**src/fiber_regs_pkg.sv**
```systemverilog
package fiber_regs_pkg;
   // Register indices; byte address is four times the index
   localparam logic [11:0] fiber_control_idx    = 12'hc00;
   localparam logic [11:0] fiber_status_idx     = 12'hc01;
   localparam logic [11:0] operating_mode_idx   = 12'hc08;
   localparam logic [11:0] link_inputs_idx      = 12'hc09;
   localparam logic [15:0] fiber_control_reset  = 16'h1140;
   localparam logic [15:0] fiber_status_fixed   = 16'h6149;
   localparam logic [15:0] control_write_mask   = 16'hffc0;
   // Control bit positions
   localparam int soft_reset_pos    = 15;
   localparam int loopback_pos      = 14;
   localparam int speed_low_pos     = 13;
   localparam int autoneg_en_pos    = 12;
   localparam int power_down_pos    = 11;
   localparam int isolate_pos       = 10;
   localparam int restart_pos       = 9;
   localparam int duplex_pos        = 8;
   localparam int col_test_pos      = 7;
   localparam int speed_high_pos    = 6;
   // Status bit positions
   localparam int neg_done_pos      = 5;
   localparam int far_fault_pos     = 4;
   localparam int link_up_pos       = 2;
   // Operating mode layout and reset value
   localparam int bridge_dir_pos    = 6;
   localparam logic [2:0] opmode_rgmii_1000x  = 3'h1;
   localparam logic [2:0] opmode_rgmii_100fx  = 3'h2;
   localparam logic [2:0] opmode_rgmii_sgmii  = 3'h3;
   localparam logic [2:0] opmode_mc_1000x     = 3'h4;
   localparam logic [2:0] opmode_mc_100fx     = 3'h5;
   localparam logic [2:0] opmode_sgmii_copper = 3'h6;
   localparam logic [15:0] operating_mode_reset = 16'h0040;
   // Soft reset hold time in cycles
   localparam int soft_reset_cycles = 16;
   localparam logic [1:0] speed_reserved = 2'h3;
   typedef enum logic [1:0] {reset_idle, reset_busy, reset_done} soft_reset_state_t;
endpackage

```
**src/fiber_reg_if.sv**
```systemverilog
`timescale 1ns/1ps
// Raw control and operating mode words passed from the register bank to the mode logic
interface fiber_reg_if;
   logic [15:0] control;
   logic [15:0] opmode;
   logic        soft_reset_busy;
   modport bank (output control, output opmode, input soft_reset_busy);
   modport mode (input control, input opmode, output soft_reset_busy);
endinterface

```
**src/fiber_mode_logic.sv**
```systemverilog
`timescale 1ns/1ps
// Mode-dependent control decode and soft reset sequencing
module fiber_mode_logic
   import fiber_regs_pkg::*;
(
   input  wire logic  clock_in,
   input  wire logic  srst_in,
   fiber_reg_if.mode  regs,
   input  wire logic  start_reset_in,
   input  wire logic  tx_enable_in,
   output logic       datapath_reset_out,
   output logic       loopback_out,
   output logic [1:0] speed_out,
   output logic       autoneg_on_out,
   output logic       isolate_out,
   output logic       full_duplex_out,
   output logic       collision_out
);
   soft_reset_state_t state_reg, state_next;
   logic [4:0] count_reg, count_next;
   wire logic [2:0] opmode      = regs.opmode[2:0];
   wire logic sgmii_to_rgmii    = (opmode == opmode_sgmii_copper) ||
                                  (opmode == opmode_rgmii_sgmii && !regs.opmode[bridge_dir_pos]);
   wire logic fiber_or_bridge   = (opmode != 3'h0) && (opmode != 3'h7);
   wire logic an_mode           = (opmode == opmode_rgmii_1000x) || (opmode == opmode_mc_1000x) ||
                                  (opmode == opmode_rgmii_sgmii) || (opmode == opmode_sgmii_copper);
   wire logic mii_100fx         = (opmode == opmode_rgmii_100fx) || (opmode == opmode_mc_100fx);

   // Soft reset sequencer
   always_comb begin
      state_next = state_reg;
      count_next = count_reg;
      case (state_reg)
         reset_idle: begin
            if (start_reset_in) begin
               state_next = reset_busy;
               count_next = 5'(soft_reset_cycles - 1);
            end
         end
         reset_busy: begin
            if (count_reg == 5'h00) state_next = reset_done;
            else count_next = count_reg - 5'h01;
         end
         reset_done: state_next = reset_idle;
         default:    state_next = reset_idle;
      endcase
   end

   assign regs.soft_reset_busy = (state_reg == reset_busy);

   always_ff @(posedge clock_in) begin
      if (srst_in) begin
         state_reg          <= reset_idle;
         count_reg          <= 5'h00;
         datapath_reset_out <= 1'b1;
         loopback_out       <= 1'b0;
         speed_out          <= 2'h2;
         autoneg_on_out     <= 1'b0;
         isolate_out        <= 1'b0;
         full_duplex_out    <= 1'b1;
         collision_out      <= 1'b0;
      end else begin
         state_reg          <= state_next;
         count_reg          <= count_next;
         datapath_reset_out <= (state_next == reset_busy) || regs.control[power_down_pos];
         loopback_out       <= regs.control[loopback_pos] && fiber_or_bridge;
         speed_out          <= {regs.control[speed_high_pos], regs.control[speed_low_pos]};
         autoneg_on_out     <= regs.control[autoneg_en_pos] && an_mode;
         // isolate ignored for sgmii to rgmii
         isolate_out        <= regs.control[isolate_pos] && fiber_or_bridge && !sgmii_to_rgmii;
         full_duplex_out    <= mii_100fx ? regs.control[duplex_pos] : 1'b1;
         collision_out      <= regs.control[col_test_pos] && tx_enable_in;
      end
   end
endmodule

```
**src/fiber_sgmii_ctrl_status_regs.sv**
```systemverilog
// Decided for this implementation: register access over Avalon-MM.
`timescale 1ns/1ps
// Operation
// - Writing one to soft reset resets fiber logic; bit clears itself afterwards.
// - Loopback bit loops MAC data in fiber and both bridge modes.
// - Speed code {high,low}: 0=10M, 1=100M, 2=1000M, 3 reserved.
// - Speed and autoneg enable reset values come from straps.
// - Autoneg enable bit turns negotiation on in 1000BASE-X and bridges.
// - Power down powers SGMII path off and holds digital in reset.
// - Isolate cuts MAC interface, except in SGMII-to-RGMII mode.
// - Restart bit restarts negotiation, then clears itself.
// - Forced duplex bit selects full or half, only in 100FX.
// - Collision test raises collision whenever transmit enable is high.
// - SGMII forced speed applies only while negotiation is disabled.
// - Status returns fixed capability bits.
// - Status always reports preamble suppression accepted.
// - Negotiation done bit reads one once negotiation finished.
// - Far end fault bit reads one when remote fault detected.
// - In fiber modes link bit shows fiber link.
// - RGMII-to-SGMII link needs partner link too when autoneg enabled.
// - SGMII-to-RGMII link bit shows partner link.
// - Registers from fiber base are shared by all fiber and bridge modes.
// - Bridge direction bit: zero SGMII-to-RGMII, one RGMII-to-SGMII.
module fiber_sgmii_ctrl_status_regs
   import fiber_regs_pkg::*;
(
   input  wire logic        clock_in,
   input  wire logic        srst_in,
   // Avalon-MM slave, word addressed by byte address
   input  wire logic [13:0] avs_address,
   input  wire logic        avs_read,
   input  wire logic        avs_write,
   input  wire logic [31:0] avs_writedata,
   input  wire logic [3:0]  avs_byteenable,
   output logic [31:0]      avs_readdata,
   output logic             avs_waitrequest,
   output logic [1:0]       avs_response,
   // Straps, pins
   input  wire logic [1:0]  strap_speed_in,
   input  wire logic        strap_autoneg_in,
   input  wire logic        fiber_link_in,
   input  wire logic        sgmii_link_in,
   input  wire logic        partner_link_in,
   input  wire logic        negotiation_done_in,
   input  wire logic        far_end_fault_in,
   input  wire logic [1:0]  negotiated_speed_in,
   input  wire logic        tx_enable_in,
   // Datapath controls
   output logic             datapath_reset_out,
   output logic             serdes_power_down_out,
   output logic             mac_side_loopback_out,
   output logic [1:0]       speed_out,
   output logic             autoneg_on_out,
   output logic             autoneg_restart_out,
   output logic             mac_interface_isolate_out,
   output logic             forced_duplex_out,
   output logic             collision_out
);
   import fiber_regs_pkg::*;

   fiber_reg_if regs ();

   logic [15:0] control_reg, control_next;
   logic [15:0] opmode_reg;
   logic        strap_loaded_reg;
   logic [1:0]  busy_seen_reg;
   logic        restart_reg;
   logic [31:0] readdata_reg;
   logic        waitrequest_reg;
   logic [1:0]  response_reg;
   logic [1:0]  speed_sel_reg;
   logic        power_down_reg;
   // Two-flop synchronisers for all pin inputs
   logic [6:0]  pins_meta_reg, pins_sync_reg;
   logic [1:0]  nspeed_meta_reg, nspeed_sync_reg;
   logic [2:0]  strap_meta_reg, strap_sync_reg;

   // Address decode; all four words map to index in [13:2]
   wire logic [11:0] word_index    = avs_address[13:2];
   wire logic        hit_control   = word_index == fiber_control_idx;
   wire logic        hit_status    = word_index == fiber_status_idx;
   wire logic        hit_opmode    = word_index == operating_mode_idx;
   wire logic        hit_links     = word_index == link_inputs_idx;
   wire logic        hit_any       = hit_control || hit_status || hit_opmode || hit_links;
   // Single wait cycle then answer
   wire logic        request       = (avs_read || avs_write) && waitrequest_reg;
   // Writes commit in the answer cycle, the one edge the master treats as the transfer
   wire logic        answer        = (avs_read || avs_write) && !waitrequest_reg;
   wire logic        write_ok      = avs_write && answer && avs_byteenable[0] && avs_byteenable[1];
   wire logic        ctl_write     = write_ok && hit_control;
   wire logic        mode_write    = write_ok && hit_opmode;

   wire logic fiber_link_s   = pins_sync_reg[0];
   wire logic sgmii_link_s   = pins_sync_reg[1];
   wire logic partner_link_s = pins_sync_reg[2];
   wire logic neg_done_s     = pins_sync_reg[3];
   wire logic far_fault_s    = pins_sync_reg[4];
   wire logic tx_enable_s    = pins_sync_reg[5];

   wire logic [2:0] opmode  = opmode_reg[2:0];
   wire logic rgmii_to_sgmii_bridge = (opmode == opmode_rgmii_sgmii) && opmode_reg[bridge_dir_pos];
   wire logic sgmii_to_rgmii_bridge = (opmode == opmode_sgmii_copper) ||
                                      ((opmode == opmode_rgmii_sgmii) && !opmode_reg[bridge_dir_pos]);
   wire logic an_enabled            = control_reg[autoneg_en_pos];
   wire logic bridge_link           = an_enabled ? (sgmii_link_s && partner_link_s) : sgmii_link_s;

   wire logic link_up_flag  = rgmii_to_sgmii_bridge ? bridge_link :
                              sgmii_to_rgmii_bridge ? partner_link_s : fiber_link_s;

   wire logic [15:0] status_word = fiber_status_fixed
                                 | (16'(neg_done_s) << neg_done_pos)
                                 | (16'(far_fault_s) << far_fault_pos)
                                 | (16'(link_up_flag) << link_up_pos);

   wire logic [15:0] link_word   = {11'h000, tx_enable_s, far_fault_s, neg_done_s, partner_link_s,
                                    sgmii_link_s | fiber_link_s};
   // one shared control/status pair for every mode
   wire logic [15:0] read_mux    = hit_control ? control_reg :
                                   hit_status  ? status_word :
                                   hit_opmode  ? opmode_reg  :
                                   hit_links   ? link_word   : 16'h0000;

   // forced speed only when SGMII negotiation off
   wire logic [1:0] speed_forced = {control_reg[speed_high_pos], control_reg[speed_low_pos]};
   wire logic sgmii_mode         = rgmii_to_sgmii_bridge || sgmii_to_rgmii_bridge;
   wire logic [1:0] speed_eff    = (sgmii_mode && an_enabled) ? nspeed_sync_reg : speed_forced;

   // Control register next value
   always_comb begin
      control_next = control_reg;
      if (ctl_write) begin
         control_next = avs_writedata[15:0] & control_write_mask;
      end
      // self clear after soft reset completes
      if (busy_seen_reg == 2'b10 && !ctl_write) begin
         control_next[soft_reset_pos] = 1'b0;
      end
      if (control_reg[restart_pos] && !ctl_write) begin
         control_next[restart_pos] = 1'b0;
      end
      // strap values replace speed and autoneg once after reset release
      if (!strap_loaded_reg) begin
         control_next[speed_low_pos]  = strap_sync_reg[0];
         control_next[speed_high_pos] = strap_sync_reg[1];
         control_next[autoneg_en_pos] = strap_sync_reg[2];
      end
   end

   assign regs.control = control_reg;
   assign regs.opmode  = opmode_reg;

   fiber_mode_logic mode_logic (
      .clock_in           (clock_in),
      .srst_in            (srst_in),
      .regs               (regs),
      .start_reset_in     (ctl_write && avs_writedata[soft_reset_pos]),
      .tx_enable_in       (tx_enable_s),
      .datapath_reset_out (datapath_reset_out),
      .loopback_out       (mac_side_loopback_out),
      .speed_out          (),
      .autoneg_on_out     (autoneg_on_out),
      .isolate_out        (mac_interface_isolate_out),
      .full_duplex_out    (forced_duplex_out),
      .collision_out      (collision_out)
   );

   // Pin synchronisers
   always_ff @(posedge clock_in) begin
      pins_meta_reg   <= {1'b0, tx_enable_in, far_end_fault_in, negotiation_done_in, partner_link_in,
                          sgmii_link_in, fiber_link_in};
      pins_sync_reg   <= pins_meta_reg;
      nspeed_meta_reg <= negotiated_speed_in;
      nspeed_sync_reg <= nspeed_meta_reg;
      // Straps settle through the synchroniser while reset is still held
      strap_meta_reg  <= {strap_autoneg_in, strap_speed_in};
      strap_sync_reg  <= strap_meta_reg;
   end

   // Register bank and bus answer
   always_ff @(posedge clock_in) begin
      if (srst_in) begin
         control_reg      <= fiber_control_reset;
         opmode_reg       <= operating_mode_reset;
         strap_loaded_reg <= 1'b0;
         busy_seen_reg    <= 2'b00;
         waitrequest_reg  <= 1'b1;
         readdata_reg     <= 32'h0000_0000;
         response_reg     <= 2'b00;
      end else begin
         control_reg      <= control_next;
         strap_loaded_reg <= 1'b1;
         busy_seen_reg    <= {busy_seen_reg[0], regs.soft_reset_busy};
         if (mode_write) opmode_reg <= avs_writedata[15:0] & 16'h0067;
         waitrequest_reg  <= !request;
         if (request) begin
            readdata_reg  <= {16'h0000, read_mux};
            response_reg  <= hit_any ? 2'b00 : 2'b11;
         end else begin
            readdata_reg  <= 32'h0000_0000;
            response_reg  <= 2'b00;
         end
      end
   end

   // Datapath outputs straight from flops
   always_ff @(posedge clock_in) begin
      if (srst_in) begin
         speed_sel_reg  <= 2'h2;
         power_down_reg <= 1'b0;
         restart_reg    <= 1'b0;
      end else begin
         // reserved speed code keeps previous rate
         if (speed_eff != speed_reserved) speed_sel_reg <= speed_eff;
         power_down_reg <= control_reg[power_down_pos];
         restart_reg    <= control_reg[restart_pos] && (sgmii_mode || opmode == opmode_rgmii_1000x ||
                                                        opmode == opmode_mc_1000x);
      end
   end

   assign avs_readdata          = readdata_reg;
   assign avs_waitrequest       = waitrequest_reg;
   assign avs_response          = response_reg;
   assign speed_out             = speed_sel_reg;
   assign serdes_power_down_out = power_down_reg;
   assign autoneg_restart_out   = restart_reg;
endmodule

```
**config.mk**
```make
export PLATFORM = sky130hd
export DESIGN_NAME = fiber_sgmii_ctrl_status_regs
export DESIGN_NICKNAME = d
export VERILOG_FILES = /design/src/fiber_regs_pkg.sv /design/src/fiber_reg_if.sv /design/src/fiber_mode_logic.sv /design/src/fiber_sgmii_ctrl_status_regs.sv
export SDC_FILE = /design/constraint.sdc
export NUM_CORES = 1
export LEC_CHECK = 0
export BUFFER_PORTS_ARGS = -buffer_cell sky130_fd_sc_hd__buf_2
export CORE_MARGIN = 2
export CORE_UTILIZATION = 50
export CTS_CLUSTER_SIZE = 20
export DETAILED_ROUTE_END_ITERATION = 10
export PLACE_DENSITY = 0.79
export SLEW_MARGIN = 20
export SYNTH_ARGS = -nofsm -noshare
export SYNTH_HDL_FRONTEND = slang
export SYNTH_SLANG_ARGS = --single-unit
```
**constraint.sdc**
```tcl
create_clock -name clock_in -period 3.8 [get_ports clock_in]
set_input_delay 0.76 -clock clock_in [delete_from_list [all_inputs] [get_ports clock_in]]
set_output_delay 0.76 -clock clock_in [all_outputs]
set_load 0.03 [all_outputs]
```
* After elaboration in Yosys (flattened, before gate mapping)
Cells that the tools add are included.
** Cells by class
- Add/subtract/negate cells :: 1
- Equal/unequal tests :: 18
- Multiplexer cells :: 19
- Bitwise logic cells :: 5
- Reductions and logical operators :: 48
** Operators with widths (number)
- 12-bit equality test (second input constant) :: 4
- 1-bit logical AND :: 21
- 16-bit two-way mux :: 1
- 15-bit two-way mux :: 1
- 5-bit two-way mux :: 3
- 15-bit by 3-bit OR with 15-bit output :: 1
- 15-bit by 5-bit OR with 15-bit output :: 1
- 14-bit two-way mux :: 1
- 1-bit logical OR :: 13
- 2-bit two-way mux :: 5
- 5-bit case mux with 2 select lines :: 1
- 3-bit equality test (second input constant) :: 3
- 2-bit OR reduction :: 4
- 7-bit two-way mux :: 1
- 3-bit by 2-bit equality test with 1-bit output (second input constant) :: 2
- 1-bit logical NOT :: 5
- 5-bit logical NOT :: 1
- 1-bit two-way mux :: 5
- 5-bit by 1-bit subtractor with 5-bit output (second input constant) :: 1
- 2-bit by 1-bit equality test with 1-bit output (second input constant) :: 2
- 2-bit by 1-bit inequality test with 1-bit output (second input constant) :: 2
- 2-bit inequality test (second input constant) :: 2
- 2-bit case mux with 2 select lines :: 1
- 3-bit by 1-bit equality test with 1-bit output (second input constant) :: 1
- other kinds (8) :: 9
** Storage, ports and cells
- Bits in registers :: 92
- Input port bits :: 65
- Output and inout bits :: 45
- Word-level logic and storage cells :: 119

* Longest topological paths before layout
- Word-level depth :: 11
- Gate-level depth with buffers :: 7

* Cells and area by module
Synthesis repeated with hierarchy kept, for this count alone.
** Unflattened totals
- Cell total of the unflattened synthesis :: 266
- Area, all modules :: 2795.2 sq um
** Modules (own cells, without submodules)
- fiber_sgmii_ctrl_status_regs :: instances 1, cells an instance 205, area each 2180.8 sq um
- fiber_mode_logic :: instances 1, cells an instance 61, area each 614.3 sq um

* Worst setup path after synthesis
OpenSTA, ideal clock, no wires.
- Path kind :: input to register
- From :: input port avs_address[2]
- To :: register control_reg[12]
- Setup time :: 0.138 ns
- Arrival time :: 1.852 ns
- Data required time :: 3.662 ns
- Setup slack :: 1.810 ns
- Stages on the path :: 6
- Path buffers :: 2
- Cells stage by stage :: buf_4 -> and4b_1 -> and4_1 -> buf_4 -> a2111oi_1 -> a311oi_2
** Between the ends
- Word-level cells in the longest chain between the ends :: 3
** Ends and longest elaborated chain
- from (decl) :: line fiber_sgmii_ctrl_status_regs.sv:30 : input wire logic [13:0] avs_address,
- 12-bit equality test :: line fiber_sgmii_ctrl_status_regs.sv:80 : wire logic hit_control = word_index == fiber_control_idx;
- 1-bit logical AND :: line fiber_sgmii_ctrl_status_regs.sv:90 : wire logic ctl_write = write_ok && hit_control;
- 2-bit by 1-bit inequality test with 1-bit output (no line)
- to (signal assigned) :: line fiber_sgmii_ctrl_status_regs.sv:182 : control_reg <= fiber_control_reset;
- to (signal assigned) :: line fiber_sgmii_ctrl_status_regs.sv:190 : control_reg <= control_next;
- to (decl) :: line fiber_sgmii_ctrl_status_regs.sv:63 : logic [15:0] control_reg, control_next;
No other way between the ends.
A chain may end at the register's enable or synchronous reset.

* Final worst setup path
- From :: input port avs_address[10]
- To :: register mode_logic.count_reg[1]
** Between the ends
- Word-level cells in the longest chain between the ends :: 5
** Ends and longest elaborated chain
- 12-bit equality test :: line fiber_sgmii_ctrl_status_regs.sv:80
- 1-bit logical AND :: line fiber_sgmii_ctrl_status_regs.sv:90
- 1-bit logical AND :: line fiber_sgmii_ctrl_status_regs.sv:156 : .start_reset_in (ctl_write && avs_writedata[soft_reset_pos]),
- 2-bit by 1-bit inequality test with 1-bit output (no line)
- 3-bit AND reduction (no line)
- to (signal assigned) :: line fiber_mode_logic.sv:64 : count_reg <= count_next;
- to (decl) :: line fiber_mode_logic.sv:20 : logic [4:0] count_reg, count_next;
No other way between the ends.

==> results by group <==
Outcome
  – Status: finished, final reports clean

Clock network
  – Number of setup buffers added after CTS: 0
  – CTS tree: done
  – TritonCTS sink count: 75
  – Worst-Skew Late Latency: 340 ps
  – Post-cts sizing count: 0
  – Total CTS buffers: 9
  – H-tree lvl count: 3
  – CTS clock-pin slew for the worst setup and hold paths: 70 ps
  – # hold bufs at CTS: 0
  – CTS max path bufs: 2
  – Clock tree root driver cell: clkbuf_8

Worst setup path
  – Crit path largest cell delay: 690 ps
  – R2R Path Start: mode_logic.count_reg[0]
  – Worst flop-to-flop path endpoint: mode_logic.count_reg[1]
  – CP arrival: 2510 ps
  – WS Path Type: primary input to register
  – Buffers plus inverters on the worst setup path: 1
  – CP required: 4050 ps
  – Family with the most delay on the worst path: simple AND/OR/NAND/NOR gates
  – Slowest-stage cell, CP: and4_1
  – Crit. End Element: register
  – Crit-path cells: buf_2 -> nor4bb_1 -> and4_1 -> a31oi_1 -> a211oi_1
  – R2R Setup Slk: 1970 ps
  – CP max FO: 19
  – Startpoint types: primary input
  – R2R depth: 6

Route
  – DR iter-0 viols: 216
  – Final ANT Viol Nets: 0
  – Routed wire length: 5.77 mm
  – Drt wl/cell: 13.8 um
  – Residual DRC count: 0
  – Vias: 2210
  – Via-per-instance ratio: 5.29
  – Initial DRT Pass Iterations: 4

Global routing
  – GRT Total Usage: 0.200
  – Vias in the first global route: 2033
  – Antenna violations before repair: 0
  – First-pass GRT wire length: 9.50 mm
  – Largest net degree at the start of global routing: 33
  – GR Overflow Total: 0

Pwr
  – Power density cells: 477 nW/um2
  – NetSw: 0.342 mW
  – Switching share of power: 0.216
  – Clk pwr share: 0.426
  – Int Pwr: 1.24 mW
  – Comb pwr share: 0.061
  – Leakage: 1.43 nW
  – Part of the power in registers: 0.514
  – Peak supply drop: 336 uV

Die
  – Initial core utilization: 0.512
  – Die width: 78.7 um
  – I/O Pins: 110
  – # rows: 27
  – Core box area: 5440 um2
  – Die ar.: 6190 um2
  – Die Y: 78.7 um

Placement
  – DP Worst Slack: 1200 ps
  – PortBufs: 71
  – HPWL Detailed: 4.10 mm
  – GPL Wtd Cong: 0.833

Layout
  – Fin nets: 408
  – Most frequent cells in the layout: dfxtp_1, buf_2, nor2_1, o21ai_0, a21oi_1
  – Diodes inserted: 0
  – Commonest non-fill, non-tap cell in the layout: dfxtp_1
  – Fill cells: 466
  – Syn-to-layout area delta: 18.8%
  – Ratio of cells with drive above 1 in the final layout: 0.286
  – Number of flip-flops in the largest register: 16

Logic synthesis
  – Post-synth ARST share: 0
  – Synth cell types: 49
  – Yosys warnings: 0
  – #FFs+latches synth: 75
  – Cells after Synth: 276
  – Sequential area share after synthesis: 0.539
  – Syn_area_per_cell: 10.1 um2
  – Top_reg_cell synth: dfxtp_1
  – Cell Area, Synth: 2790 um2
  – Number of synthesized flops with an enable pin: 0

Timing
  – Fmax: 443 MHz
  – Final setup vio count: 0
  – Final Cycle Share: 0.595
  – Final max-slew violation count: 0
  – Final setup TNS: 0 ps
  – Clock skew: 5.88 ps
  – RSZ-0062 raised after global routing: false
  – Max_slew headroom: 0.527
  – Final hold vios: 0
  – Final WS setup: 1540 ps
  – Fin crit period: 2260 ps
  – Worst slew pin tran: 705 ps

Hold path
  – Hold Path Cell Cnt: 0
  – Worst Hold Endpoint: pins_sync_reg[2]
  – HP Start: pins_meta_reg[2]
  – Worst hold path type: register to register

Flow run
  – Max-Cap Viols: 0
-- metrics by stage --
stage	hold slack (ps)	cell area [um2]	std cells	power, mW	util
floorplan	310	2840	291	0.902	-
global placement	310	3080	402	0.923	0.567
detailed placement	312	3080	402	0.925	0.567
CTS	329	3310	418	1.59	0.608
global route	339	3310	418	1.64	0.608
finish	327	3310	418	1.58	0.608
-- cell usage after synthesis, types with 4 or more instances --
library cell	n	area share
clkbuf_1	8	0.011
o21ai_0	17	0.031
nand2_1	6	0.0081
nor2_1	17	0.023
inv_1	12	0.016
nand4_1	9	0.020
buf_4	21	0.057
nor3_2	5	0.018
dfxtp_1	75	0.54
a21oi_1	17	0.031
nor3_1	9	0.016
nor2b_1	4	0.0090
nand3_1	13	0.023
nor4b_1	5	0.016
-- kinds of logic after synthesis --
group,share of synthesized area
xor+xnor,0.0157
mux,0.0108
compound gates,0.120
buf+inv,0.0916
simple gates,0.213
flops,0.539
other cells,0.00135
fa+ha+maj,0.00898
-- routing by layer --
layer | routed length [um] | global-route usage
met4 | 97 | 0.0789
met3 | 436 | 0.0506
met5 | 0 | 0
met2 | 2820 | 0.320
met1 | 2420 | 0.257
-- worst max path at each step --
stage                     from                      end  slack (ps)  cells past startpoint
2_1_floorplan   avs_address[2]          control_reg[12]        1810                      6
3_3_place_gp   avs_address[10]  mode_logic.count_reg[1]        1250                      5
3_5_place_dp   avs_address[10]  mode_logic.count_reg[1]        1200                      5
4_1_cts        avs_address[10]  mode_logic.count_reg[1]        1560                      5
5_1_grt        avs_address[10]  mode_logic.count_reg[1]        1370                      5
6_report       avs_address[10]  mode_logic.count_reg[1]        1540                      5
-- cell type report --
cell class	instances	area [um2]	area share
inverter	13	48.8	0.0147
tap	72	90.1	0.0272
multi-input combinational	171	1090	0.328
clock inverter	4	72.6	0.0219
timing repair buffer	71	355	0.107
clock buffer	12	155	0.0469
sequential	75	1500	0.454
-- power by group through the flow --
stage	clock network, mW	logic (mW)	registers, mW
2_1_floorplan	0	0.0687	0.833
3_3_place_gp	0	0.0940	0.829
3_5_place_dp	0	0.0954	0.830
4_1_cts	0.683	0.0958	0.811
5_1_grt	0.718	0.104	0.813
6_report	0.672	0.0963	0.811
Power figures use the tool's default switching activity.
